File: src/common/ssr_pkg.sv
/*
 Constants, enumerations and carrier types of the status summary,
 service request and fault/inhibit port block.
 Assumes one command source on core_clk that issues one command a cycle.
*/
package ssr_pkg;

	// ==========================================================
	// Status byte and condition bit positions
	localparam int STB_QUES_BIT = 3;
	localparam int STB_MAV_BIT = 4;
	localparam int STB_ESB_BIT = 5;
	localparam int STB_RQS_BIT = 6;
	localparam int STB_OPER_BIT = 7;
	localparam logic [7:0] STB_MSS_EXCL = 8'hBF;
	localparam int OPER_CC_BIT = 10;
	localparam int QUES_OV_BIT = 0;
	localparam int QUES_OC_BIT = 1;
	localparam int QUES_OT_BIT = 4;
	localparam int QUES_RI_BIT = 9;
	localparam int GRP_OPER = 0;
	localparam int GRP_QUES = 1;

	// ==========================================================
	// Reset values
	localparam logic [15:0] PTR_RST = 16'hFFFF;
	localparam logic [15:0] NTR_RST = 16'h0000;
	localparam logic [15:0] EN_RST = 16'h0000;
	localparam logic [7:0] SRE_RST = 8'h00;
	localparam logic [2:0] DIG_RST = 3'h0;

	// ==========================================================
	// Enumerations
	typedef enum logic [4:0] {
		OP_NOP, OP_W_OPER_PTR, OP_W_OPER_NTR, OP_W_OPER_EN,
		OP_W_QUES_PTR, OP_W_QUES_NTR, OP_W_QUES_EN, OP_W_SRE,
		OP_W_FLT_SRC, OP_W_FLT_EN, OP_W_RI_MODE, OP_W_FUNC, OP_W_DIG,
		OP_R_OPER_COND, OP_R_OPER_EVT, OP_R_QUES_COND, OP_R_QUES_EVT,
		OP_R_STB, OP_R_POLL, OP_R_MSG, OP_R_DIG
	} ssr_op_type;

	typedef enum logic [2:0] {
		FS_QUES, FS_OPER, FS_ESB, FS_RQS, FS_OFF
	} ssr_fsrc_type;

	typedef enum logic [1:0] {RI_LATCH, RI_LIVE, RI_OFF} ssr_ri_type;

	typedef enum logic {FN_INH_FAULT, FN_GENERAL_IO_FUNCTION} ssr_func_type;

	// ==========================================================
	// Command carrier
	typedef struct packed {
		logic valid;
		ssr_op_type op;
		logic [15:0] data;
	} ssr_cmd_type;

endpackage

File: src/ssr_status_core.sv
/*
 Status groups with transition filters, status byte, request logic,
 output message queue and the rear fault/inhibit/digital port.
 Assumes commands and the standard event summary come from logic on
 core_clk; condition bits and the port input are asynchronous.
*/
`timescale 1ns/1ps
`default_nettype none

module ssr_status_core
	import ssr_pkg::*;
#(
	parameter int QDEPTH = 16
) (
	// Clock, reset, enable
	input wire logic core_clk,
	input wire logic rst_n,
	input wire logic clk_en,
	// Command and answer
	input wire ssr_cmd_type cmd,
	output logic rsp_valid,
	output logic [15:0] rsp_data,
	// Condition sources
	input wire logic [15:0] oper_cond_in,
	input wire logic [15:0] ques_cond_in,
	input wire logic esb_in,
	input wire logic protect_clear,
	// Message queue fill side
	input wire logic mq_push,
	input wire logic [7:0] mq_byte,
	output logic mq_full,
	// Service request and inhibit state
	output logic srq,
	output logic remote_inhibit,
	// Rear port: bit 0/1 fault or outputs, bit 2 inhibit or in/out
	input wire logic port_in,
	output logic [2:0] port_out,
	output logic [2:0] port_oe
);

	localparam int AW = $clog2(QDEPTH);
	localparam int CW = $clog2(QDEPTH + 1);
	localparam logic [CW-1:0] QFULL = CW'(QDEPTH);

	// ==========================================================
	// Input synchronisers
	logic [15:0] meta_c [2];
	logic [15:0] sync_c [2];
	logic meta_p, sync_p;

	always_ff @(posedge core_clk or negedge rst_n) begin
		if (!rst_n) begin
			meta_c <= '{default: '0};
			sync_c <= '{default: '0};
			meta_p <= 1'b1;
			sync_p <= 1'b1;
		end else if (clk_en) begin
			meta_c[GRP_OPER] <= oper_cond_in;
			meta_c[GRP_QUES] <= ques_cond_in;
			sync_c <= meta_c;
			meta_p <= port_in;
			sync_p <= meta_p;
		end
	end

	// ==========================================================
	// Status groups
	logic [15:0] cond [2];
	logic [15:0] evt_q [2];
	logic [15:0] prev_q [2];
	logic [15:0] ptr_q [2];
	logic [15:0] ntr_q [2];
	logic [1:0] grp_sum;

	assign cond[GRP_OPER] = sync_c[GRP_OPER];
	assign cond[GRP_QUES] = sync_c[GRP_QUES]
		| (16'(remote_inhibit) << QUES_RI_BIT);

	for (genvar g = 0; g < 2; g++) begin : grp
		localparam ssr_op_type W_PTR = g ? OP_W_QUES_PTR : OP_W_OPER_PTR;
		localparam ssr_op_type W_NTR = g ? OP_W_QUES_NTR : OP_W_OPER_NTR;
		localparam ssr_op_type W_EN = g ? OP_W_QUES_EN : OP_W_OPER_EN;
		localparam ssr_op_type R_EVT = g ? OP_R_QUES_EVT : OP_R_OPER_EVT;
		logic [15:0] prev, ptr, fall_filter, en, evt;
		logic [15:0] next_ptr, next_ntr, next_en, next_evt;

		always_comb begin
			next_ptr = (cmd.valid && cmd.op == W_PTR) ? cmd.data : ptr;
			next_ntr = (cmd.valid && cmd.op == W_NTR) ? cmd.data : fall_filter;
			next_en = (cmd.valid && cmd.op == W_EN) ? cmd.data : en;
			next_evt = (cmd.valid && cmd.op == R_EVT) ? '0 : evt;
			next_evt = next_evt | (cond[g] & ~prev & ptr)
				| (~cond[g] & prev & fall_filter);
		end

		always_ff @(posedge core_clk or negedge rst_n) begin
			if (!rst_n) begin
				prev <= '0;
				ptr <= PTR_RST;
				fall_filter <= NTR_RST;
				en <= EN_RST;
				evt <= '0;
			end else if (clk_en) begin
				prev <= cond[g];
				ptr <= next_ptr;
				fall_filter <= next_ntr;
				en <= next_en;
				evt <= next_evt;
			end
		end

		assign grp_sum[g] = |(evt & en);
		assign evt_q[g] = evt;
		assign prev_q[g] = prev;
		assign ptr_q[g] = ptr;
		assign ntr_q[g] = fall_filter;
	end

	// ==========================================================
	// Message queue
	logic [7:0] mq_mem [QDEPTH];
	logic [AW-1:0] wptr, rptr, next_wptr, next_rptr;
	logic [CW-1:0] cnt, next_cnt;
	logic do_push, do_pop;

	always_comb begin
		do_push = mq_push && cnt != QFULL;
		do_pop = cmd.valid && cmd.op == OP_R_MSG && cnt != '0;
		next_wptr = wptr;
		next_rptr = rptr;
		if (do_push) begin
			next_wptr = (wptr == AW'(QDEPTH - 1)) ? '0 : wptr + 1'b1;
		end
		if (do_pop) begin
			next_rptr = (rptr == AW'(QDEPTH - 1)) ? '0 : rptr + 1'b1;
		end
		next_cnt = cnt + CW'(do_push) - CW'(do_pop);
	end

	always_ff @(posedge core_clk or negedge rst_n) begin
		if (!rst_n) begin
			wptr <= '0;
			rptr <= '0;
			cnt <= '0;
			mq_full <= 1'b0;
		end else if (clk_en) begin
			wptr <= next_wptr;
			rptr <= next_rptr;
			cnt <= next_cnt;
			mq_full <= next_cnt == QFULL;
		end
	end

	always_ff @(posedge core_clk) begin
		if (clk_en && do_push) begin
			mq_mem[wptr] <= mq_byte;
		end
	end

	// ==========================================================
	// Status byte, request and port control
	logic [7:0] sre, next_sre, stb, stb_query;
	logic mss, mss_prev, next_rqs;
	ssr_fsrc_type fsrc, next_fsrc;
	ssr_ri_type rimode, next_rimode;
	ssr_func_type func, next_func;
	logic fen, next_fen, ri_latch, next_ri_latch, inh_now;
	logic next_ri, fault_want;
	logic [2:0] dig, next_dig, next_out, next_oe;
	logic next_rsp_valid;
	logic [15:0] next_rsp_data;
	logic poll;

	always_comb begin
		stb = '0;
		stb[STB_QUES_BIT] = grp_sum[GRP_QUES];
		stb[STB_MAV_BIT] = cnt != '0;
		stb[STB_ESB_BIT] = esb_in;
		stb[STB_OPER_BIT] = grp_sum[GRP_OPER];
		stb[STB_RQS_BIT] = srq;
		mss = |(stb & sre & STB_MSS_EXCL);
		stb_query = stb;
		stb_query[STB_RQS_BIT] = mss;
		poll = cmd.valid && cmd.op == OP_R_POLL;
		// Set wins over the poll's clear
		next_rqs = (mss && !mss_prev) || (srq && !poll);
	end

	always_comb begin
		next_sre = sre;
		next_fsrc = fsrc;
		next_fen = fen;
		next_rimode = rimode;
		next_func = func;
		next_dig = dig;
		if (cmd.valid) begin
			unique case (cmd.op)
				OP_W_SRE: next_sre = cmd.data[7:0];
				OP_W_FLT_SRC: next_fsrc = ssr_fsrc_type'(cmd.data[2:0]);
				OP_W_FLT_EN: next_fen = cmd.data[0];
				OP_W_RI_MODE: next_rimode = ssr_ri_type'(cmd.data[1:0]);
				OP_W_FUNC: next_func = ssr_func_type'(cmd.data[0]);
				OP_W_DIG: next_dig = cmd.data[2:0];
				default: next_sre = sre;
			endcase
		end
	end

	always_comb begin
		inh_now = func == FN_INH_FAULT && !sync_p;
		next_ri_latch = ri_latch;
		unique case (rimode)
			RI_LATCH: begin
				next_ri_latch = inh_now || (ri_latch && !protect_clear);
				next_ri = next_ri_latch;
			end
			RI_LIVE: next_ri = inh_now;
			default: next_ri = 1'b0;
		endcase
		unique case (fsrc)
			FS_QUES: fault_want = grp_sum[GRP_QUES];
			FS_OPER: fault_want = grp_sum[GRP_OPER];
			FS_ESB: fault_want = esb_in;
			FS_RQS: fault_want = srq;
			default: fault_want = 1'b0;
		endcase
		fault_want = fault_want && fen;
		if (func == FN_INH_FAULT) begin
			next_out = 3'h0;
			next_oe = {1'b0, {2{fault_want}}};
		end else begin
			next_out = {1'b0, dig[1:0]};
			next_oe = {!dig[2], 2'b11};
		end
	end

	always_comb begin
		next_rsp_valid = 1'b0;
		next_rsp_data = '0;
		if (cmd.valid) begin
			next_rsp_valid = 1'b1;
			unique case (cmd.op)
				OP_R_OPER_COND: next_rsp_data = cond[GRP_OPER];
				OP_R_OPER_EVT: next_rsp_data = evt_q[GRP_OPER];
				OP_R_QUES_COND: next_rsp_data = cond[GRP_QUES];
				OP_R_QUES_EVT: next_rsp_data = evt_q[GRP_QUES];
				OP_R_STB: next_rsp_data = {8'h00, stb_query};
				OP_R_POLL: next_rsp_data = {8'h00, stb};
				OP_R_MSG: next_rsp_data = {8'h00, mq_mem[rptr]};
				OP_R_DIG: next_rsp_data = {13'h0000, sync_p, dig[1:0]};
				default: next_rsp_valid = 1'b0;
			endcase
		end
	end

	always_ff @(posedge core_clk or negedge rst_n) begin
		if (!rst_n) begin
			sre <= SRE_RST;
			fsrc <= FS_OFF;
			fen <= 1'b0;
			rimode <= RI_OFF;
			func <= FN_INH_FAULT;
			dig <= DIG_RST;
			ri_latch <= 1'b0;
			remote_inhibit <= 1'b0;
			srq <= 1'b0;
			mss_prev <= 1'b0;
			port_out <= 3'h0;
			port_oe <= 3'h0;
			rsp_valid <= 1'b0;
			rsp_data <= 16'h0000;
		end else if (clk_en) begin
			sre <= next_sre;
			fsrc <= next_fsrc;
			fen <= next_fen;
			rimode <= next_rimode;
			func <= next_func;
			dig <= next_dig;
			ri_latch <= next_ri_latch;
			remote_inhibit <= next_ri;
			srq <= next_rqs;
			mss_prev <= mss;
			port_out <= next_out;
			port_oe <= next_oe;
			rsp_valid <= next_rsp_valid;
			rsp_data <= next_rsp_data;
		end
	end
endmodule

`default_nettype wire

File: config.mk
export PLATFORM = sky130hd
export DESIGN_NAME = ssr_status_core
export DESIGN_NICKNAME = d
export VERILOG_FILES = /design/src/common/ssr_pkg.sv /design/src/ssr_status_core.sv
export SDC_FILE = /design/constraint.sdc
export NUM_CORES = 1
export LEC_CHECK = 0
export BUFFER_PORTS_ARGS = -buffer_cell sky130_fd_sc_hd__buf_2
export CAP_MARGIN = 20
export CORE_ASPECT_RATIO = 1.4
export CORE_UTILIZATION = 61
export DETAILED_ROUTE_END_ITERATION = 8
export PLACE_DENSITY = 0.83
export SYNTH_ARGS = -nofsm -noshare
export SYNTH_HDL_FRONTEND = slang
export SYNTH_SLANG_ARGS = --single-unit
File: constraint.sdc
create_clock -name core_clk -period 4.3 [get_ports core_clk]
set_clock_uncertainty 0.05 [all_clocks]
set_input_delay 0.43 -clock core_clk [delete_from_list [all_inputs] [get_ports core_clk]]
set_output_delay 0.43 -clock core_clk [all_outputs]
set_load 0.1 [all_outputs]
# Word-level counts from Yosys, hierarchy flattened
# Memories as Yosys holds them, arrays and structs flattened.
# Cells that the tools add are included.
dict set report classes {
  eq_ne 28
  addsub 4
  reduce_logical 47
  bitwise 21
  n_mux 14
}
# operator n
set op_table {}
lappend op_table {{$and A16 B16 Y16} 10}
lappend op_table {{$pmux W16 S8} 1}
lappend op_table {{$not A16 Y16} 4}
lappend op_table {{$or A16 B16 Y16} 4}
lappend op_table {{$mux W16} 3}
lappend op_table {{$eq A5 B4 Y1 const B} 8}
lappend op_table {{$reduce_or A16 Y1} 2}
lappend op_table {{$eq A5 B5 Y1 const B} 6}
lappend op_table {{$eq A5 B3 Y1 const B} 4}
lappend op_table {{$logic_and A1 B1 Y1} 18}
lappend op_table {{$reduce_and A2 Y1} 9}
lappend op_table {{$reduce_and A3 Y1} 6}
lappend op_table {{$or A16 B10 Y16} 1}
lappend op_table {{$eq A5 B2 Y1 const B} 2}
lappend op_table {{$add A4 B1 Y4 const B} 2}
lappend op_table {{$and A8 B8 Y8} 1}
lappend op_table {{$eq A4 B4 Y1 const B} 2}
lappend op_table {{$mux W4} 2}
lappend op_table {{$reduce_or A8 Y1} 1}
lappend op_table {{$reduce_or A7 Y1} 1}
lappend op_table {{$eq A3 B2 Y1 const B} 2}
lappend op_table {{$add A5 B1 Y5} 1}
lappend op_table {{$eq A5 B1 Y1 const B} 1}
lappend op_table {{$logic_not A1 Y1} 5}
lappend op_table {{14 further kinds} 18}
dict set report totals {
  input_bits 69
  output_inout_bits 26
  mem_bits_rw 128
  reg_bits 285
  n_memories 1
}
# name words word_bits read_ports rd_ports_with_merged_regs wr line_no
set memory_table {}
lappend memory_table {mq_mem 16 8 1 0 1 ssr_status_core.sv:121} ;# logic [7:0] mq_mem [QDEPTH];

# Longest topological paths before layout
dict set report logic_depth {
  depth_word 6
  mapped_depth 13
  mapped_depth_nobuf 13
}

# Worst setup path after synthesis
# No wires, ideal clock.
dict set report synth_timing {
  path_kind {reg-to-reg}
  from {register cnt[3]}
  to {register mq_full}
  synth_period_minus_slack_ns 3.136
  path_buffers 0
  arrival_time_ns 2.966
  setup_slack_ns 1.164
  path_stages_with_launch 14
  required_ns 4.130
  cell_sequence {dfrtp_1 -> inv_1 -> ha_1 -> or4b_1 -> and4_1 -> ha_1 -> inv_1 -> ha_1 -> fa_1 -> a21oi_1 -> o21bai_1 -> xnor2_1 -> xor2_1 -> a41o_1}
}
dict set report synth_between {
  elab_chain_cells 5
}
# item line_no
set synth_lines {}
lappend synth_lines {{from (decl)} ssr_status_core.sv:123} ;# logic [CW-1:0] cnt, next_cnt;
lappend synth_lines {{from (signal assigned)} ssr_status_core.sv:149} ;# cnt <= next_cnt;
lappend synth_lines {{$ne A5 B5 Y1} ssr_status_core.sv:127} ;# do_push = mq_push && cnt != QFULL;
lappend synth_lines {{$logic_and A1 B1 Y1} ssr_status_core.sv:127}
lappend synth_lines {{$add A5 B1 Y5} ssr_status_core.sv:137} ;# next_cnt = cnt + CW'(do_push) - CW'(do_pop);
lappend synth_lines {{$sub A5 B1 Y5 *} ssr_status_core.sv:137}
lappend synth_lines {{$eq A5 B5 Y1 *} ssr_status_core.sv:150} ;# mq_full <= next_cnt == QFULL;
lappend synth_lines {{to (signal assigned)} ssr_status_core.sv:145} ;# mq_full <= 1'b0;
lappend synth_lines {{to (signal assigned)} ssr_status_core.sv:150}
lappend synth_lines {{to (decl)} ssr_status_core.sv:31} ;# output logic mq_full,
# Every way passes the cells marked *; elsewhere a longest branch is shown, timed or not.
# A chain may end at the register's enable or synchronous reset.

# Final worst setup path
# Same ends and word-level chain as after synthesis.

==> impl_metrics.yaml <==
synth:
  synth_seq_cells: 407
  synth_area_um2: 17000
  number_of_enable_type_register_cells_in_the_synthesized_netlist: 128
  synthArstFlopShare: 0.686
  yosys_warnings: 0
  synth.net_count: 1201
  synth-main-ff-cell: "sky130_fd_sc_hd__dfrtp_1"
  syn-instance-count: 1120
  synth.yosys.seq_area_share: 0.640
  netlist-cell-type-count: 59
  synthesis.area_per_instance_um2: 15.2
floorplan:
  io_pins: 95
  initial_utilization: 0.627
  dieArea_um2: 28500
  rows: 71
  chipWidth_um: 143
  placeableCoreArea_um2: 27100
  fp.dieH_um: 200
clocking:
  htreeDepth: 2
  clk_root_buffer_cell: "sky130_fd_sc_hd__clkbuf_16"
  numCtsBuffers: 38
  cts_num_sinks: 407
  tritoncts_clock_tree: "built"
  clkTransAtPathRegs_ns: 0.06
  cts-root-to-sink-buffers: 3
  clkLatencyLatePin_ns: 0.53
  postCtsSetupBuffers: 0
place:
  gpl.final_weighted_congestion: 0.958
  port-buffer-count: 93
  dpl.cell_count: 1530
  post_dp_cell_area_um2: 17800
  dpl.hpwl_um: 25900
pwr:
  combPwrFrac: 0.149
  power_leakage_nw: 7.83
  power_per_cell_area_nw_per_um2: 533
  netsw_mw: 2.72
  sw_frac_of_total: 0.266
  clock_power_share: 0.348
  flop_pwr_share: 0.502
  cell_internal_power_mw: 7.50
  vdd_ir_drop_max_uv: 385
worst_setup_path:
  worst-path-max-fanout: 4
  timing.critical_path.slowest_stage_cell: "sky130_fd_sc_hd__or4b_1"
  timing.critical_path.slowest_cell_delay_ns: 0.52
  required_time_reported_for_the_critical_path_endpoint_ns: 4.66
  critical_path_class: "register to register"
  cp_cell_sequence: "inv_1, ha_1, or4b_1, and4_1, ha_1, inv_1, ha_1, fa_1, a21oi_1, o21bai_1, xnor2_1, xor2_1, a41o_1"
  crit_path_frequent_cell: "sky130_fd_sc_hd__ha_1"
  cp.arrival_ns: 3.88
  worstSetupEndpointType: "register"
  startpoint_class_of_the_critical_path: "register"
finish:
  layout.cells.most_common_list: "242 x sky130_fd_sc_hd__dfrtp_1, 201 x sky130_fd_sc_hd__mux2_2, 128 x sky130_fd_sc_hd__edfxtp_1, 91 x sky130_fd_sc_hd__buf_2, 63 x sky130_fd_sc_hd__nand2_1"
  fin_cells: 1602
  synthToLayoutAreaGrowth_pct: 12.8
  most_common_library_cell_in_the_layout_ignoring_fill_and_taps: "sky130_fd_sc_hd__dfrtp_1"
  layout.filler_cells: 1672
  final_area_um2: 19200
  layout-drive-gt1-share: 0.357
  antenna-diode-count: 0
  nets: 1289
sta:
  period_utilisation_layout: 0.816
  finalHoldViolCount: 0
  upper_clock_frequency_limit_mhz: 285
  final_report_setup_violation_count: 0
  timing.final.crit_period_ns: 3.51
  worst-slew-pin-transition_ns: 1.21
  rsz0062_at_grt: "false"
  final.hold.worst_slack_ns: 0.0778
  totalNegativeSetupSlack_ns: 0
  slew_viol_final: 0
  timing.max_slew.rel_slack: 0.190
global_route:
  antenna_violations_before_repair: 1
  global_route.usage.total: 0.292
  grt_remaining_overflow: 0
  grt_pass1_wl_um: 60500
  grt_start_max_net_pins: 93
  grt_pass1_vias: 10400
drt:
  drt_first_pass_iters: 7
  wirelength_um: 39600
  num_vias: 10100
  drc: 0
  ant_nets: 0
  drt_first_iter_violations: 756
  avgViaCountPerCell: 6.30
  detail_route.wl_per_cell_um: 24.7
worst_hold_path:
  min_path_type: "primary input to register"
run:
  max_cap_viols: 0
outcome:
  run_status: "finished clean"
path summary, 6_finish.rpt:
check                      cells past startpoint             end              from  slack (ns)
max                                           13         mq_full            cnt[3]        0.79
min                                            2      meta_c[11]  ques_cond_in[11]        0.08
max reg2reg                                   13         mq_full            cnt[3]        0.79
min reg2reg                                    1      port_oe[2]            dig[2]        0.40
max in group asynchronous                      3  grp[1].ptr[10]             rst_n        2.70
min in group asynchronous                      2        cond[19]             rst_n        0.43
metal layers:
| metal | share of wire | global-route usage |
|---|---|---|
| met1 | 0.37 | 0.344 |
| met4 | 0.060 | 0.194 |
| met2 | 0.51 | 0.491 |
| met5 | 0.00030 | 0 |
| met3 | 0.060 | 0.0518 |
cells in the mapped netlist, drive strengths merged, types with 2 or more instances:
| master | n | share of area |
|---|---|---|
| a211o | 3 | 0.0015 |
| a211oi | 5 | 0.0022 |
| a21o | 4 | 0.0018 |
| a21oi | 8 | 0.0024 |
| a221o | 6 | 0.0035 |
| a221oi | 9 | 0.0046 |
| a222oi | 2 | 0.0012 |
| a22o | 54 | 0.028 |
| a22oi | 23 | 0.010 |
| a31oi | 2 | 0.00074 |
| a41o | 2 | 0.0012 |
| and2 | 5 | 0.0018 |
| and3 | 2 | 0.00074 |
| buf | 25 | 0.0091 |
| clkbuf | 36 | 0.0079 |
| dfrtp | 243 | 0.36 |
| dfstp | 36 | 0.056 |
| edfxtp | 128 | 0.23 |
| ha | 11 | 0.0081 |
| inv | 16 | 0.0035 |
| mux2 | 213 | 0.14 |
| mux2i | 3 | 0.0018 |
| mux4 | 36 | 0.049 |
| nand2 | 63 | 0.014 |
| nand2b | 4 | 0.0015 |
| nand3 | 15 | 0.0044 |
| nand3b | 33 | 0.015 |
| nand4 | 6 | 0.0022 |
| nor2 | 29 | 0.0064 |
| nor2b | 11 | 0.0040 |
| nor3 | 9 | 0.0032 |
| nor3b | 4 | 0.0018 |
| nor4 | 2 | 0.00074 |
| o21ai | 43 | 0.013 |
| o31ai | 4 | 0.0018 |
| o41ai | 2 | 0.0010 |
| or3 | 2 | 0.00074 |
| or3b | 2 | 0.0010 |
| xnor2 | 6 | 0.0031 |
flip-flops by register name, summed over array words and instances (netlist names), 2 cells and up:
name,count
mq_mem,128
sync_c,16
port_out,2
grp.ptr,32
grp.prev,32
rptr,4
cnt,5
port_oe,2
meta_c,32
wptr,4
fsrc,3
rimode,2
grp.fall_filter,32
grp.evt,32
grp.en,32
cond,16
sre,4
rsp_data,16
dig,3
through the flow:
step	setup WS [ns]	power [mW]	utilization
2_1_floorplan	1.16	6.14	-
3_3_place_gp	0.972	6.61	0.657
3_5_place_dp	0.791	6.70	0.657
4_1_cts	0.748	10.3	0.707
5_1_grt	0.588	10.6	0.708
6_report	0.789	10.2	0.708
power groups by stage:
stage / combinational, mW / clock [mW] / sequential (mW)
finish: 1.53 / 3.56 / 5.14
global route: 1.66 / 3.75 / 5.20
CTS: 1.53 / 3.61 / 5.13
detailed placement: 1.51 / 0 / 5.19
global placement: 1.45 / 0 / 5.16
floorplan: 1.10 / 0 / 5.04
critical path: cells and delay by family, from the launching register on:
family | cells | cell delay (ns)
adders and majority gates | 4 | 1.10
and+or+nand+nor | 2 | 0.82
AOI/OAI and AO/OA | 3 | 0.55
DFF | 1 | 0.40
xor gates and xnor gates | 2 | 0.34
buffers and inverters | 2 | 0.14
cell families (layout without fill, tap and decap cells):
logic type / after synthesis / after routing / synth area share
mux: 252 / 252 / 0.192
xor+xnor: 7 / 7 / 0.00361
simple gates: 190 / 190 / 0.0587
buf+inv: 77 / 194 / 0.0206
compound gates: 174 / 174 / 0.0759
flops: 407 / 407 / 0.640
other cells: 1 / 1 / 0.000221
fa+ha+maj: 12 / 12 / 0.00927
repair_timing:
action / in CTS / in global routing
gates resized for setup: 0 / 0
hold buffers: 1 / 0
endpoints found under the hold margin: 81 / 0
cell type report:
| class | count | area, um^2 | area share |
|---|---|---|---|
| Sequential cell | 407 | 10900 | 0.567 |
| Clock inverter | 13 | 189 | 0.00985 |
| Clock buffer | 56 | 1160 | 0.0606 |
| Multi-Input combinational cell | 636 | 5800 | 0.302 |
| Inverter | 16 | 60.1 | 0.00313 |
| Timing Repair Buffer | 109 | 637 | 0.0332 |
| Tap cell | 365 | 457 | 0.0238 |
Note: power is estimated with default switching activity, not from simulation.
